===== src/include/rwcf_params.svh =====
// constants of the readout word checksum and number formats
// assumes inclusion by bare name from the package and design files
`ifndef RWCF_PARAMS_SVH
`define RWCF_PARAMS_SVH

// checksum: polynomial, start value, final xor
`define RWCF_CRC_POLY 8'h31
`define RWCF_CRC_INIT 8'hFF
`define RWCF_CRC_XOROUT 8'h00

// flow format for oxygen, air and mixture 0
`define RWCF_FLOW_SCALE 16'h00AA
`define RWCF_FLOW_OFFSET 16'hA000
// temperature format
`define RWCF_TEMP_SCALE 16'h00C8
`define RWCF_TEMP_OFFSET 16'h0000

// flow-unit word field positions
`define RWCF_UNIT_PFX_LSB 0
`define RWCF_UNIT_PFX_MSB 3
`define RWCF_UNIT_TB_LSB 4
`define RWCF_UNIT_TB_MSB 7
`define RWCF_UNIT_BASE_LSB 8
`define RWCF_UNIT_BASE_MSB 12
// field values of standard litres per minute
`define RWCF_UNIT_PFX_ONE 4'h8
`define RWCF_UNIT_TB_MIN 4'h4
`define RWCF_UNIT_BASE_SL 5'h01

// word fifo depth and data width
`define RWCF_FIFO_DEPTH 8
`define RWCF_WORD_W 16

`endif


===== src/include/rwcf_pkg.sv =====
// types and checksum/format functions shared by both ends
// assumes rwcf_params.svh is on the include path
`include "rwcf_params.svh"

package rwcf_pkg;

	// calibrated signal selection
	typedef enum logic [2:0] {
		RWCF_GAS_O2 = 3'b000,
		RWCF_GAS_AIR = 3'b001,
		RWCF_GAS_RSV2 = 3'b010,
		RWCF_GAS_RSV3 = 3'b011,
		RWCF_GAS_RSV4 = 3'b100,
		RWCF_GAS_RSV5 = 3'b101,
		RWCF_MIX_0 = 3'b110,
		RWCF_MIX_1 = 3'b111
	} rwcf_gas_t;

	// how the host interprets a received word
	typedef enum logic [1:0] {
		RWCF_KIND_RAW = 2'b00,
		RWCF_KIND_FLOW = 2'b01,
		RWCF_KIND_TEMP = 2'b10,
		RWCF_KIND_UNIT = 2'b11
	} rwcf_kind_t;

	typedef struct packed {
		logic valid;
		logic [15:0] unit;
		logic [15:0] scale;
		logic [15:0] offset;
	} rwcf_fmt_t;

	// one byte through the msb-first crc, no reflection
	function automatic logic [7:0] rwcf_crc8(input logic [7:0] crc, input logic [7:0] data);
		logic [7:0] c;
		c = crc ^ data;
		for (int i = 0; i < 8; i++) begin
			c = c[7] ? ((c << 1) ^ `RWCF_CRC_POLY) : (c << 1);
		end
		return c;
	endfunction : rwcf_crc8

	// checksum of one 16-bit word, fresh start value each time
	function automatic logic [7:0] rwcf_word_crc(input logic [15:0] w);
		return rwcf_crc8(rwcf_crc8(`RWCF_CRC_INIT, w[15:8]), w[7:0]) ^ `RWCF_CRC_XOROUT;
	endfunction : rwcf_word_crc

	// format of the selected gas; reserved slots come back invalid
	function automatic rwcf_fmt_t rwcf_gas_fmt(input rwcf_gas_t g);
		rwcf_fmt_t f;
		f.unit = 16'h0000;
		f.unit[`RWCF_UNIT_PFX_MSB:`RWCF_UNIT_PFX_LSB] = `RWCF_UNIT_PFX_ONE;
		f.unit[`RWCF_UNIT_TB_MSB:`RWCF_UNIT_TB_LSB] = `RWCF_UNIT_TB_MIN;
		f.unit[`RWCF_UNIT_BASE_MSB:`RWCF_UNIT_BASE_LSB] = `RWCF_UNIT_BASE_SL;
		f.scale = `RWCF_FLOW_SCALE;
		f.offset = `RWCF_FLOW_OFFSET;
		f.valid = (g == RWCF_GAS_O2) || (g == RWCF_GAS_AIR) || (g == RWCF_MIX_0);
		if (!f.valid) begin
			f.unit = 16'h0000;
			f.scale = 16'h0000;
			f.offset = 16'h0000;
		end
		return f;
	endfunction : rwcf_gas_fmt

endpackage : rwcf_pkg


===== src/include/rwcf_link_if.sv =====
// byte link between the sensor end and the reading end
// assumes both ends run on the same clock as the interface
`timescale 1ns/1ps

interface rwcf_link_if (
	input logic i_clk
);
	logic [7:0] data; // byte on the link
	logic valid; // byte offered
	logic first; // first byte of a response
	logic ready; // reader takes the byte

	modport dev (
		output data,
		output valid,
		output first,
		input ready
	);
	modport host (
		input data,
		input valid,
		input first,
		output ready
	);
endinterface : rwcf_link_if


===== src/hw/rwcf_dev.sv =====
// sensor end: word fifo, then msb-first bytes with a checksum after each word
// assumes the reader keeps ready asserted or holds it low only between bytes
`timescale 1ns/1ps
`include "rwcf_params.svh"

module rwcf_fifo #(
	parameter int W = 17,
	parameter int DEPTH = `RWCF_FIFO_DEPTH
) (
	input wire logic i_clk,
	input wire logic i_reset,
	input wire logic [W-1:0] i_data,
	input wire logic i_valid,
	output logic o_ready,
	output logic [W-1:0] o_data,
	output logic o_valid,
	input wire logic i_ready
);
	localparam int AW = $clog2(DEPTH);
	localparam int CW = $clog2(DEPTH + 1);

	if (DEPTH < 2 || (1 << AW) != DEPTH) begin : g_bad_depth
		$error("fifo depth must be a power of two of at least 2");
	end
	if (W < 1) begin : g_bad_width
		$error("fifo width must be at least 1");
	end

	logic [W-1:0] mem [DEPTH];
	logic [AW-1:0] wptr;
	logic [AW-1:0] rptr;
	logic [CW-1:0] count;
	logic not_full;
	logic [CW-1:0] next_count;
	wire push = i_valid & not_full;
	wire pop = o_valid & i_ready;

	// flags and read side
	assign o_valid = (count != '0);
	assign o_data = mem[rptr];
	assign o_ready = not_full;
	assign next_count = (push && !pop) ? count + CW'(1) : ((!push && pop) ? count - CW'(1) : count);

	// pointers, count and registered not-full
	always_ff @(posedge i_clk) begin
		if (i_reset) begin
			wptr <= '0;
			rptr <= '0;
			count <= '0;
			not_full <= 1'b1;
		end else begin
			if (push) begin
				wptr <= wptr + AW'(1);
			end
			if (pop) begin
				rptr <= rptr + AW'(1);
			end
			count <= next_count;
			not_full <= (next_count != CW'(DEPTH));
		end
	end

	// storage
	always_ff @(posedge i_clk) begin
		if (push) begin
			mem[wptr] <= i_data;
		end
	end
endmodule : rwcf_fifo

module rwcf_dev #(
	parameter int DEPTH = `RWCF_FIFO_DEPTH
) (
	input wire logic i_clk,
	input wire logic i_reset,
	input wire logic [15:0] i_word,
	input wire logic i_word_first,
	input wire logic i_word_valid,
	output logic o_word_ready,
	input wire rwcf_pkg::rwcf_gas_t i_gas_sel,
	output logic o_fmt_valid,
	output logic [15:0] o_flow_unit,
	output logic [15:0] o_flow_scale,
	output logic [15:0] o_flow_offset,
	output logic [15:0] o_temp_scale,
	output logic [15:0] o_temp_offset,
	output logic o_busy,
	rwcf_link_if.dev link
);
	typedef enum logic [1:0] {
		RWCF_S_IDLE = 2'b00,
		RWCF_S_HI = 2'b01,
		RWCF_S_LO = 2'b10,
		RWCF_S_CRC = 2'b11
	} rwcf_tx_state_t;

	rwcf_tx_state_t state;
	logic [15:0] word;
	logic [7:0] crc;
	logic [7:0] tx_data;
	logic tx_valid;
	logic tx_first;
	logic [16:0] q_data;
	logic q_valid;
	rwcf_pkg::rwcf_fmt_t fmt;

	// byte accepted, and fetch of the next word; ahead of the queue that reads load
	wire taken = tx_valid & link.ready;
	wire load = q_valid & ((state == RWCF_S_IDLE) | ((state == RWCF_S_CRC) & taken));
	wire drain = (state == RWCF_S_CRC) & taken & ~q_valid;

	// word queue; its not-full is the user's ready
	// one word waits in the sender, so the user may push one beyond the depth
	rwcf_fifo #(
		.W(17),
		.DEPTH(DEPTH)
	) rwcf_fifo_inst (
		.i_clk(i_clk),
		.i_reset(i_reset),
		.i_data({i_word_first, i_word}),
		.i_valid(i_word_valid),
		.o_ready(o_word_ready),
		.o_data(q_data),
		.o_valid(q_valid),
		.i_ready(load)
	);

	wire [7:0] next_crc = rwcf_pkg::rwcf_word_crc(q_data[15:0]);
	assign fmt = rwcf_pkg::rwcf_gas_fmt(i_gas_sel);

	// link pins from flops
	assign link.data = tx_data;
	assign link.valid = tx_valid;
	assign link.first = tx_first;

	always_ff @(posedge i_clk) begin
		if (i_reset) begin
			state <= RWCF_S_IDLE;
			word <= 16'h0000;
			crc <= 8'h00;
			tx_data <= 8'h00;
			tx_valid <= 1'b0;
			tx_first <= 1'b0;
		end else if (load) begin
			// word sent as given, msb first
			word <= q_data[15:0];
			crc <= next_crc;
			tx_data <= q_data[15:8];
			tx_first <= q_data[16];
			tx_valid <= 1'b1;
			state <= RWCF_S_HI;
		end else if (drain) begin
			tx_valid <= 1'b0;
			state <= RWCF_S_IDLE;
		end else if (taken) begin
			tx_first <= 1'b0;
			unique case (state)
				RWCF_S_HI: begin
					tx_data <= word[7:0];
					state <= RWCF_S_LO;
				end
				RWCF_S_LO: begin
					tx_data <= crc;
					state <= RWCF_S_CRC;
				end
				RWCF_S_IDLE, RWCF_S_CRC: begin
					state <= state;
				end
			endcase
		end
	end

	always_ff @(posedge i_clk) begin
		if (i_reset) begin
			o_fmt_valid <= 1'b0;
			o_flow_unit <= 16'h0000;
			o_flow_scale <= 16'h0000;
			o_flow_offset <= 16'h0000;
			o_temp_scale <= 16'h0000;
			o_temp_offset <= 16'h0000;
			o_busy <= 1'b0;
		end else begin
			o_fmt_valid <= fmt.valid;
			o_flow_unit <= fmt.unit;
			o_flow_scale <= fmt.scale;
			o_flow_offset <= fmt.offset;
			o_temp_scale <= `RWCF_TEMP_SCALE;
			o_temp_offset <= `RWCF_TEMP_OFFSET;
			o_busy <= q_valid | (state != RWCF_S_IDLE);
		end
	end
endmodule : rwcf_dev


===== src/flat_wrapper.sv =====
// flat-port wrapper written by rule: the top's interface ports become plain ports
module rwcf_dev_flat 
#(
	parameter int DEPTH = `RWCF_FIFO_DEPTH
)
  (i_clk, i_reset, i_word, i_word_first, i_word_valid, o_word_ready, i_gas_sel, o_fmt_valid, o_flow_unit, o_flow_scale, o_flow_offset, o_temp_scale, o_temp_offset, o_busy, link_data, link_valid, link_first, link_ready);
  rwcf_link_if link_i (.i_clk(i_clk));
  input wire logic i_clk;
  input wire logic i_reset;
  input wire logic [15:0] i_word;
  input wire logic i_word_first;
  input wire logic i_word_valid;
  output logic o_word_ready;
  input wire rwcf_pkg::rwcf_gas_t i_gas_sel;
  output logic o_fmt_valid;
  output logic [15:0] o_flow_unit;
  output logic [15:0] o_flow_scale;
  output logic [15:0] o_flow_offset;
  output logic [15:0] o_temp_scale;
  output logic [15:0] o_temp_offset;
  output logic o_busy;
  output wire logic [$bits(link_i.data)-1:0] link_data;
  output wire logic [$bits(link_i.valid)-1:0] link_valid;
  output wire logic [$bits(link_i.first)-1:0] link_first;
  input wire logic [$bits(link_i.ready)-1:0] link_ready;
  assign link_data = link_i.data;
  assign link_valid = link_i.valid;
  assign link_first = link_i.first;
  assign link_i.ready = link_ready;
  rwcf_dev #(.DEPTH(DEPTH)) u_core (.i_clk(i_clk), .i_reset(i_reset), .i_word(i_word), .i_word_first(i_word_first), .i_word_valid(i_word_valid), .o_word_ready(o_word_ready), .i_gas_sel(i_gas_sel), .o_fmt_valid(o_fmt_valid), .o_flow_unit(o_flow_unit), .o_flow_scale(o_flow_scale), .o_flow_offset(o_flow_offset), .o_temp_scale(o_temp_scale), .o_temp_offset(o_temp_offset), .o_busy(o_busy), .link(link_i));
endmodule

===== config.mk =====
export PLATFORM = sky130hd
export DESIGN_NAME = rwcf_dev_flat
export DESIGN_NICKNAME = d
export VERILOG_FILES = /design/src/include/rwcf_pkg.sv /design/src/include/rwcf_link_if.sv /design/src/hw/rwcf_dev.sv /design/src/flat_wrapper.sv
export VERILOG_INCLUDE_DIRS = /design/src /design/src/include
export SDC_FILE = /design/constraint.sdc
export NUM_CORES = 1
export LEC_CHECK = 0
export BUFFER_PORTS_ARGS = -buffer_cell sky130_fd_sc_hd__buf_4
export CORE_UTILIZATION = 50
export CTS_BUF_LIST = sky130_fd_sc_hd__clkbuf_16
export DETAILED_ROUTE_END_ITERATION = 10
export PLACE_DENSITY = 0.72
export SYNTH_ARGS = -nofsm -noshare
export SYNTH_HDL_FRONTEND = slang
export SYNTH_HIERARCHICAL = 1
export SYNTH_SLANG_ARGS = --single-unit
export TNS_END_PERCENT = 100

===== constraint.sdc =====
create_clock -name i_clk -period 3.49 [get_ports i_clk]
set_input_delay 0.698 -clock i_clk [delete_from_list [all_inputs] [get_ports i_clk]]
set_output_delay 0.698 -clock i_clk [all_outputs]
set_load 0.02 [all_outputs]

==> impl_metrics.json, run 1 <==
{
  "status": "complete, no violations",
  "syn2layout_area_growth_pct": 10.5,
  "start_util_pct": 51.1,
  "cts_setup_buffers": 0,
  "tightest_slew_ns": 0.549,
  "clk_latency_ns": 0.43,
  "ys_warn_count": 6,
  "numCtsBuffers": 17,
  "num_vias": 4320,
  "worstHoldPathCells": 2,
  "grt_first_pass_wirelength_um": 22600,
  "ys_top_cells_by_count": "edfxtp_1 (136), buf_4 (79), nand2_1 (51)",
  "setup.worst_path.class": "reg2reg",
  "cp_num_cells": 8,
  "clock_sinks": 181,
  "yosysSeqAreaShare_pct": 61.3,
  "cts_buffer_depth": 2,
  "fin_tns_setup_ns": 0,
  "drive_gt1_share_pct": 25.2,
  "yosysTopAreaCellShare_pct": 50.3,
  "die_width_um": 129,
  "root_buffer": "clkbuf_16",
  "first_pass_iters": 4,
  "critical_path_arrival_ns": 3.44,
  "die_y_um": 129,
  "cts_hold_buf": 0,
  "path_delay_family": "XOR/XNOR gates",
  "pre_cts_slack_ns": 0.438,
  "path_clk_slew_ns": 0.07,
  "num_io_pins": 117,
  "final_nets": 634,
  "crit_path_top_delay_cell": "mux4_2",
  "synth_top_cell_by_area": "edfxtp_1",
  "worstPathRequired_ns": 3.86,
  "hold_viol_final": 0,
  "max_freq_mhz": 326,
  "avgViaCountPerCell": 5.20,
  "synthArstFlopShare_pct": 0,
  "ant_nets": 0,
  "cts_htree_levels": 4,
  "antenna_found_initial": 0,
  "synth_enable_flop_cells": 136,
  "grt_max_degree": 41,
  "r2r_cells": 8,
  "relSlewSlack_pct": 63.4,
  "grt_usage_pct": 18.6,
  "place_congestion": 0.817,
  "synth-seq-cells": 181,
  "finalSetupViolations": 0,
  "drt_iter0_drc": 305,
  "overflow": 0,
  "netlist_instances": 558,
  "wl_um": 14600,
  "syn_area_per_cell_um2": 14.6,
  "path_buf_inv": 1,
  "grt_pass1_vias": 4208,
  "yosysMostFrequentCell": "edfxtp_1",
  "fin_crit_sh_pct": 87.9,
  "final_area_mm2": 0.00898,
  "min_period_ns": 3.07,
  "peakVddDrop_mv": 0.419,
  "fillCellCount": 1260,
  "crit_path_max_incr_delay_ns": 0.53,
  "post-route-util_pct": 56.5,
  "grt_setup_unrepaired": "no",
  "worst_slack_ns": 0.423,
  "holdWs_ns": 0.457,
  "cts_tree": "yes",
  "p_per_area_mw_per_mm2": 802,
  "port_buffers": 48,
  "ys_top_cells_by_area": "edfxtp_1 (50%), dfxtp_1 (11%), mux4_2 (9.4%)",
  "netlist-cell-type-count": 49,
  "drc": 0,
  "core-area_mm2": 0.0159,
  "diodes": 0,
  "clock_skew_ns": 0.00958,
  "end_kind": "flop",
  "dpl.hpwl_um": 9300,
  "worstPathCellList": "buf_12 -> mux4_2 -> mux2_2 -> xnor3_2 -> xor2_2 -> xnor3_1 -> or3_1 -> nand3_1",
  "slew_violations": 0,
  "worst-path-max-fanout": 34,
  "crit_path_start_kind": "flop",
  "hp-class": "reg2reg",
  "cts_resized": 0,
  "syn-cell-area_mm2": 0.00813,
  "cap_viol_max_count": 0,
  "total_leakage_power_nw": 3.17,
  "synth_ff_type": "edfxtp_1",
  "placed_cell_area_mm2": 0.00843,
  "num_rows": 46,
  "die-area_mm2": 0.0168,
  "drt-wirelength-per-cell_um": 17.5
}
## worst min-delay path: cells and delay by family (launching register included)
kind	cells	cell delay, ns
and+or+nand+nor	1	0.05
AOI/OAI and AO/OA	1	0.05
DFF	1	0.31
## metal layers
layer	track usage [%]	up-vias	wire length, µm
li1	-	1988	-
met1	23.6	2153	6200
met2	31.3	167	7390
met3	4.25	12	802
met4	7.05	0	171
met5	0	-	0
## cell type report
class	count	area, µm²	share of cell area, %
clock buffers	17	425	4.74
clock inverters	15	119	1.32
inverters	7	26.3	0.293
multi-input cells	333	2660	29.6
flip-flops and latches	181	4990	55.5
well taps	216	270	3.01
repair buffers	62	490	5.46
## cells in the final DEF, fill, tap and decap left out, types with 17 or more instances in the layout
| cell | count |
|---|---|
| conb_1 | 68 |
| nor2_1 | 24 |
| mux2_2 | 18 |
| nand2_1 | 51 |
| mux4_2 | 34 |
| edfxtp_1 | 136 |
| buf_4 | 60 |
| a21oi_1 | 24 |
| dfxtp_1 | 44 |
| clkbuf_16 | 17 |
| xnor2_1 | 17 |
## kinds of logic after synthesis
family,count (synthesis),synth area share [%]
AOI/OAI and AO/OA,51,3.97
xor gates and xnor gates,36,5.10
adders and majority gates,8,1.23
buffers and inverters,111,9.32
DFF,181,61.3
muxes,61,13.0
other,1,0.0462
and+or+nand+nor,109,5.96
## flip-flops by register name, indices dropped and copies added, names as in the netlist, named ones only
register,count
u_core/crc,8
u_core/word,8
u_core/state,2
u_core/link.valid,1
u_core/rwcf_fifo_inst/rptr,3
u_core/rwcf_fifo_inst/wptr,3
u_core/o_temp_scale,1
u_core/o_flow_scale,1
u_core/rwcf_fifo_inst/count,4
u_core/rwcf_fifo_inst/mem,136
u_core/o_busy,1
u_core/link.data,8
u_core/rwcf_fifo_inst/o_ready,1
u_core/link.first,1
## path summary, 6_finish.rpt
kind                                        to           start  slack [ns]
worst max-delay path             u_core/crc[5]            flop        0.42
worst min-delay path            u_core/word[0]  u_core/word[0]        0.46
worst max register to register   u_core/crc[5]            flop        0.42
worst min register to register  u_core/word[0]  u_core/word[0]        0.46
## metrics by stage
stage | total power, mW | std cells
3_5_place_dp | 5.48 | 799
3_3_place_gp | 5.41 | 799
6_report | 7.20 | 831
5_1_grt | 7.59 | 831
4_1_cts | 7.23 | 831
2_1_floorplan | 5.01 | 625
## power by group
part / switching (mW) / total, mW / internal (mW)
clock network: 0.773 / 1.74 / 0.969
logic: 1.48 / 2.79 / 1.31
registers: 0.126 / 2.67 / 2.54
Power figures use the tool's default switching activity.
==> inputs of run 2 (changes only) <==
--- a/config.mk
+++ b/config.mk
@@ -8,3 +8,3 @@
 export LEC_CHECK = 0
-export BUFFER_PORTS_ARGS = -buffer_cell sky130_fd_sc_hd__buf_4
+export CAP_MARGIN = 20
 export CORE_UTILIZATION = 50
@@ -12,3 +12,4 @@
 export DETAILED_ROUTE_END_ITERATION = 10
-export PLACE_DENSITY = 0.72
+export DONT_BUFFER_PORTS = 1
+export PLACE_DENSITY = 0.66
 export SYNTH_ARGS = -nofsm -noshare
--- a/constraint.sdc
+++ b/constraint.sdc
@@ -3,2 +3,2 @@
 set_output_delay 0.698 -clock i_clk [all_outputs]
-set_load 0.02 [all_outputs]
+set_load 0.1 [all_outputs]
==> run 2 against run 1 <==
Compared with the run above:
- critical path depth did not move
- worst setup slack improved by 0.064 ns
- worst hold slack got worse by 0.12 ns
- via count fell by 4.1%
- first-iteration DRC count rose by 16%
- clock-buffer cell count did not move
- core utilization fell by 1.4 points
- final cell count fell by 4.8%
- non-clock buffer count fell by 40
- critical endpoint unchanged
- highest routed layer unchanged
==> impl_metrics.json, run 2 (same netlist as run 1, synthesis figures left out) <==
{
  "status": "complete, no violations",
  "max_freq_mhz": 333,
  "drt-wirelength-per-cell_um": 18.4,
  "drc": 0,
  "grt_max_degree": 41,
  "clk_latency_ns": 0.43,
  "cts_resized": 0,
  "num_vias": 4145,
  "num_io_pins": 117,
  "num_rows": 46,
  "min_period_ns": 3.00,
  "pre_cts_slack_ns": 0.508,
  "clock_sinks": 181,
  "peakVddDrop_mv": 0.544,
  "hp-class": "in2reg",
  "final_cell_mix": "edfxtp_1 (136), conb_1 (68), nand2_1 (51), dfxtp_1 (42), mux4_2 (34)",
  "antenna_found_initial": 0,
  "total_leakage_power_nw": 3.01,
  "finalSetupViolations": 0,
  "drive_gt1_share_pct": 21.0,
  "path_clk_slew_ns": 0.07,
  "diodes": 0,
  "p_per_area_mw_per_mm2": 902,
  "syn2layout_area_growth_pct": 7.67,
  "pwr-share-clk_pct": 24.1,
  "end_kind": "flop",
  "hold_viol_final": 0,
  "core-area_mm2": 0.0159,
  "p_int_mw": 4.85,
  "p_comb_share_pct": 37.2,
  "final_common_cell": "edfxtp_1",
  "root_buffer": "clkbuf_16",
  "grt_setup_unrepaired": "no",
  "top_register": "u_core/rwcf_fifo_inst/mem",
  "die_y_um": 129,
  "grt_pass1_vias": 4119,
  "die_width_um": 129,
  "fin_tns_setup_ns": 0,
  "worst-path-max-fanout": 10,
  "cts_tree": "yes",
  "critical_path_arrival_ns": 3.38,
  "cts_buffer_depth": 2,
  "relSlewSlack_pct": 30.9,
  "power_frac_seq_pct": 38.7,
  "numCtsBuffers": 17,
  "holdWs_ns": 0.333,
  "die-area_mm2": 0.0168,
  "p_sw_mw": 3.05,
  "start_util_pct": 51.1,
  "setup.worst_path.class": "reg2reg",
  "port_buffers": 0,
  "cap_viol_max_count": 0,
  "drt_iter0_drc": 354,
  "worstPathRequired_ns": 3.87,
  "worst_slack_ns": 0.487,
  "fin_crit_sh_pct": 86.0,
  "avgViaCountPerCell": 5.24,
  "wl_um": 14500,
  "place_congestion": 0.804,
  "largest_register_ffs": 136,
  "grt_usage_pct": 18.7,
  "ant_nets": 0,
  "cts_htree_levels": 4,
  "overflow": 0,
  "cts_hold_buf": 0,
  "p_sw_share_pct": 38.6,
  "final_nets": 594,
  "dpl.hpwl_um": 9150,
  "cts_setup_buffers": 0,
  "tightest_slew_ns": 1.04,
  "slew_violations": 0,
  "grt_first_pass_wirelength_um": 22600,
  "clock_skew_ns": 0.00809,
  "crit_path_start_kind": "flop",
  "first_pass_iters": 4
}
run 2: changes by cell type in the layout (fill, tap and decap cells not counted), sizes merged:
cell / delta
clkinv: -5
buf: -40
inv: +6
bufinv: +1
clkinvlp: -2
run 2: per-stage QoR:
step	cells	cell area (µm²)	utilization (%)	power (mW)
2_1_floorplan	625	8380	-	5.66
3_3_place_gp	759	8160	51.3	5.99
3_5_place_dp	759	8160	51.3	6.03
4_1_cts	791	8750	55.1	7.95
5_1_grt	791	8750	55.1	8.31
6_report	791	8750	55.1	7.89
run 2: worst paths after layout:
check / startpoint / slack (ns) / end / cells past startpoint
max reg2reg: flop / 0.49 / u_core/crc[5] / 8
min reg2reg: u_core/word[2] / 0.45 / u_core/word[2] / 2
min: i_reset / 0.33 / u_core/rwcf_fifo_inst/count[2] / 1
max: flop / 0.49 / u_core/crc[5] / 8
run 2: power by group through the flow:
stage	clock network [mW]	registers [mW]	logic (mW)
after global placement	0	3.09	2.90
after global routing	2.03	3.08	3.20
after detailed placement	0	3.10	2.94
final	1.90	3.05	2.94
after floorplan	0	3.11	2.55
after CTS	1.95	3.05	2.95
run 2: worst max-delay path: stages (launching register included):
cell	delay, ns
dfxtp_2	0.39
buf_4	0.25
mux4_2	0.52
mux2_2	0.35
xor2_1	0.19
xnor2_1	0.33
xnor3_1	0.51
or3_1	0.32
nand3_1	0.09
run 2: final cells by class:
cell class                 instances  area (µm²)
tap                              216         270
inverter                           7        26.3
multi-input combinational        333        2670
timing repair buffer              22         198
clock buffer                      17         425
sequential                       181        4990
clock inverter                    15         168
fill                            1238        7140
run 2: routing by layer:
metal,GRT usage [%],share of wire (%),up-vias
met5,0,0,-
met4,7.93,1.1,0
met3,4.46,5.0,10
met2,30.5,50,132
met1,24.3,44,2092
li1,-,-,1911
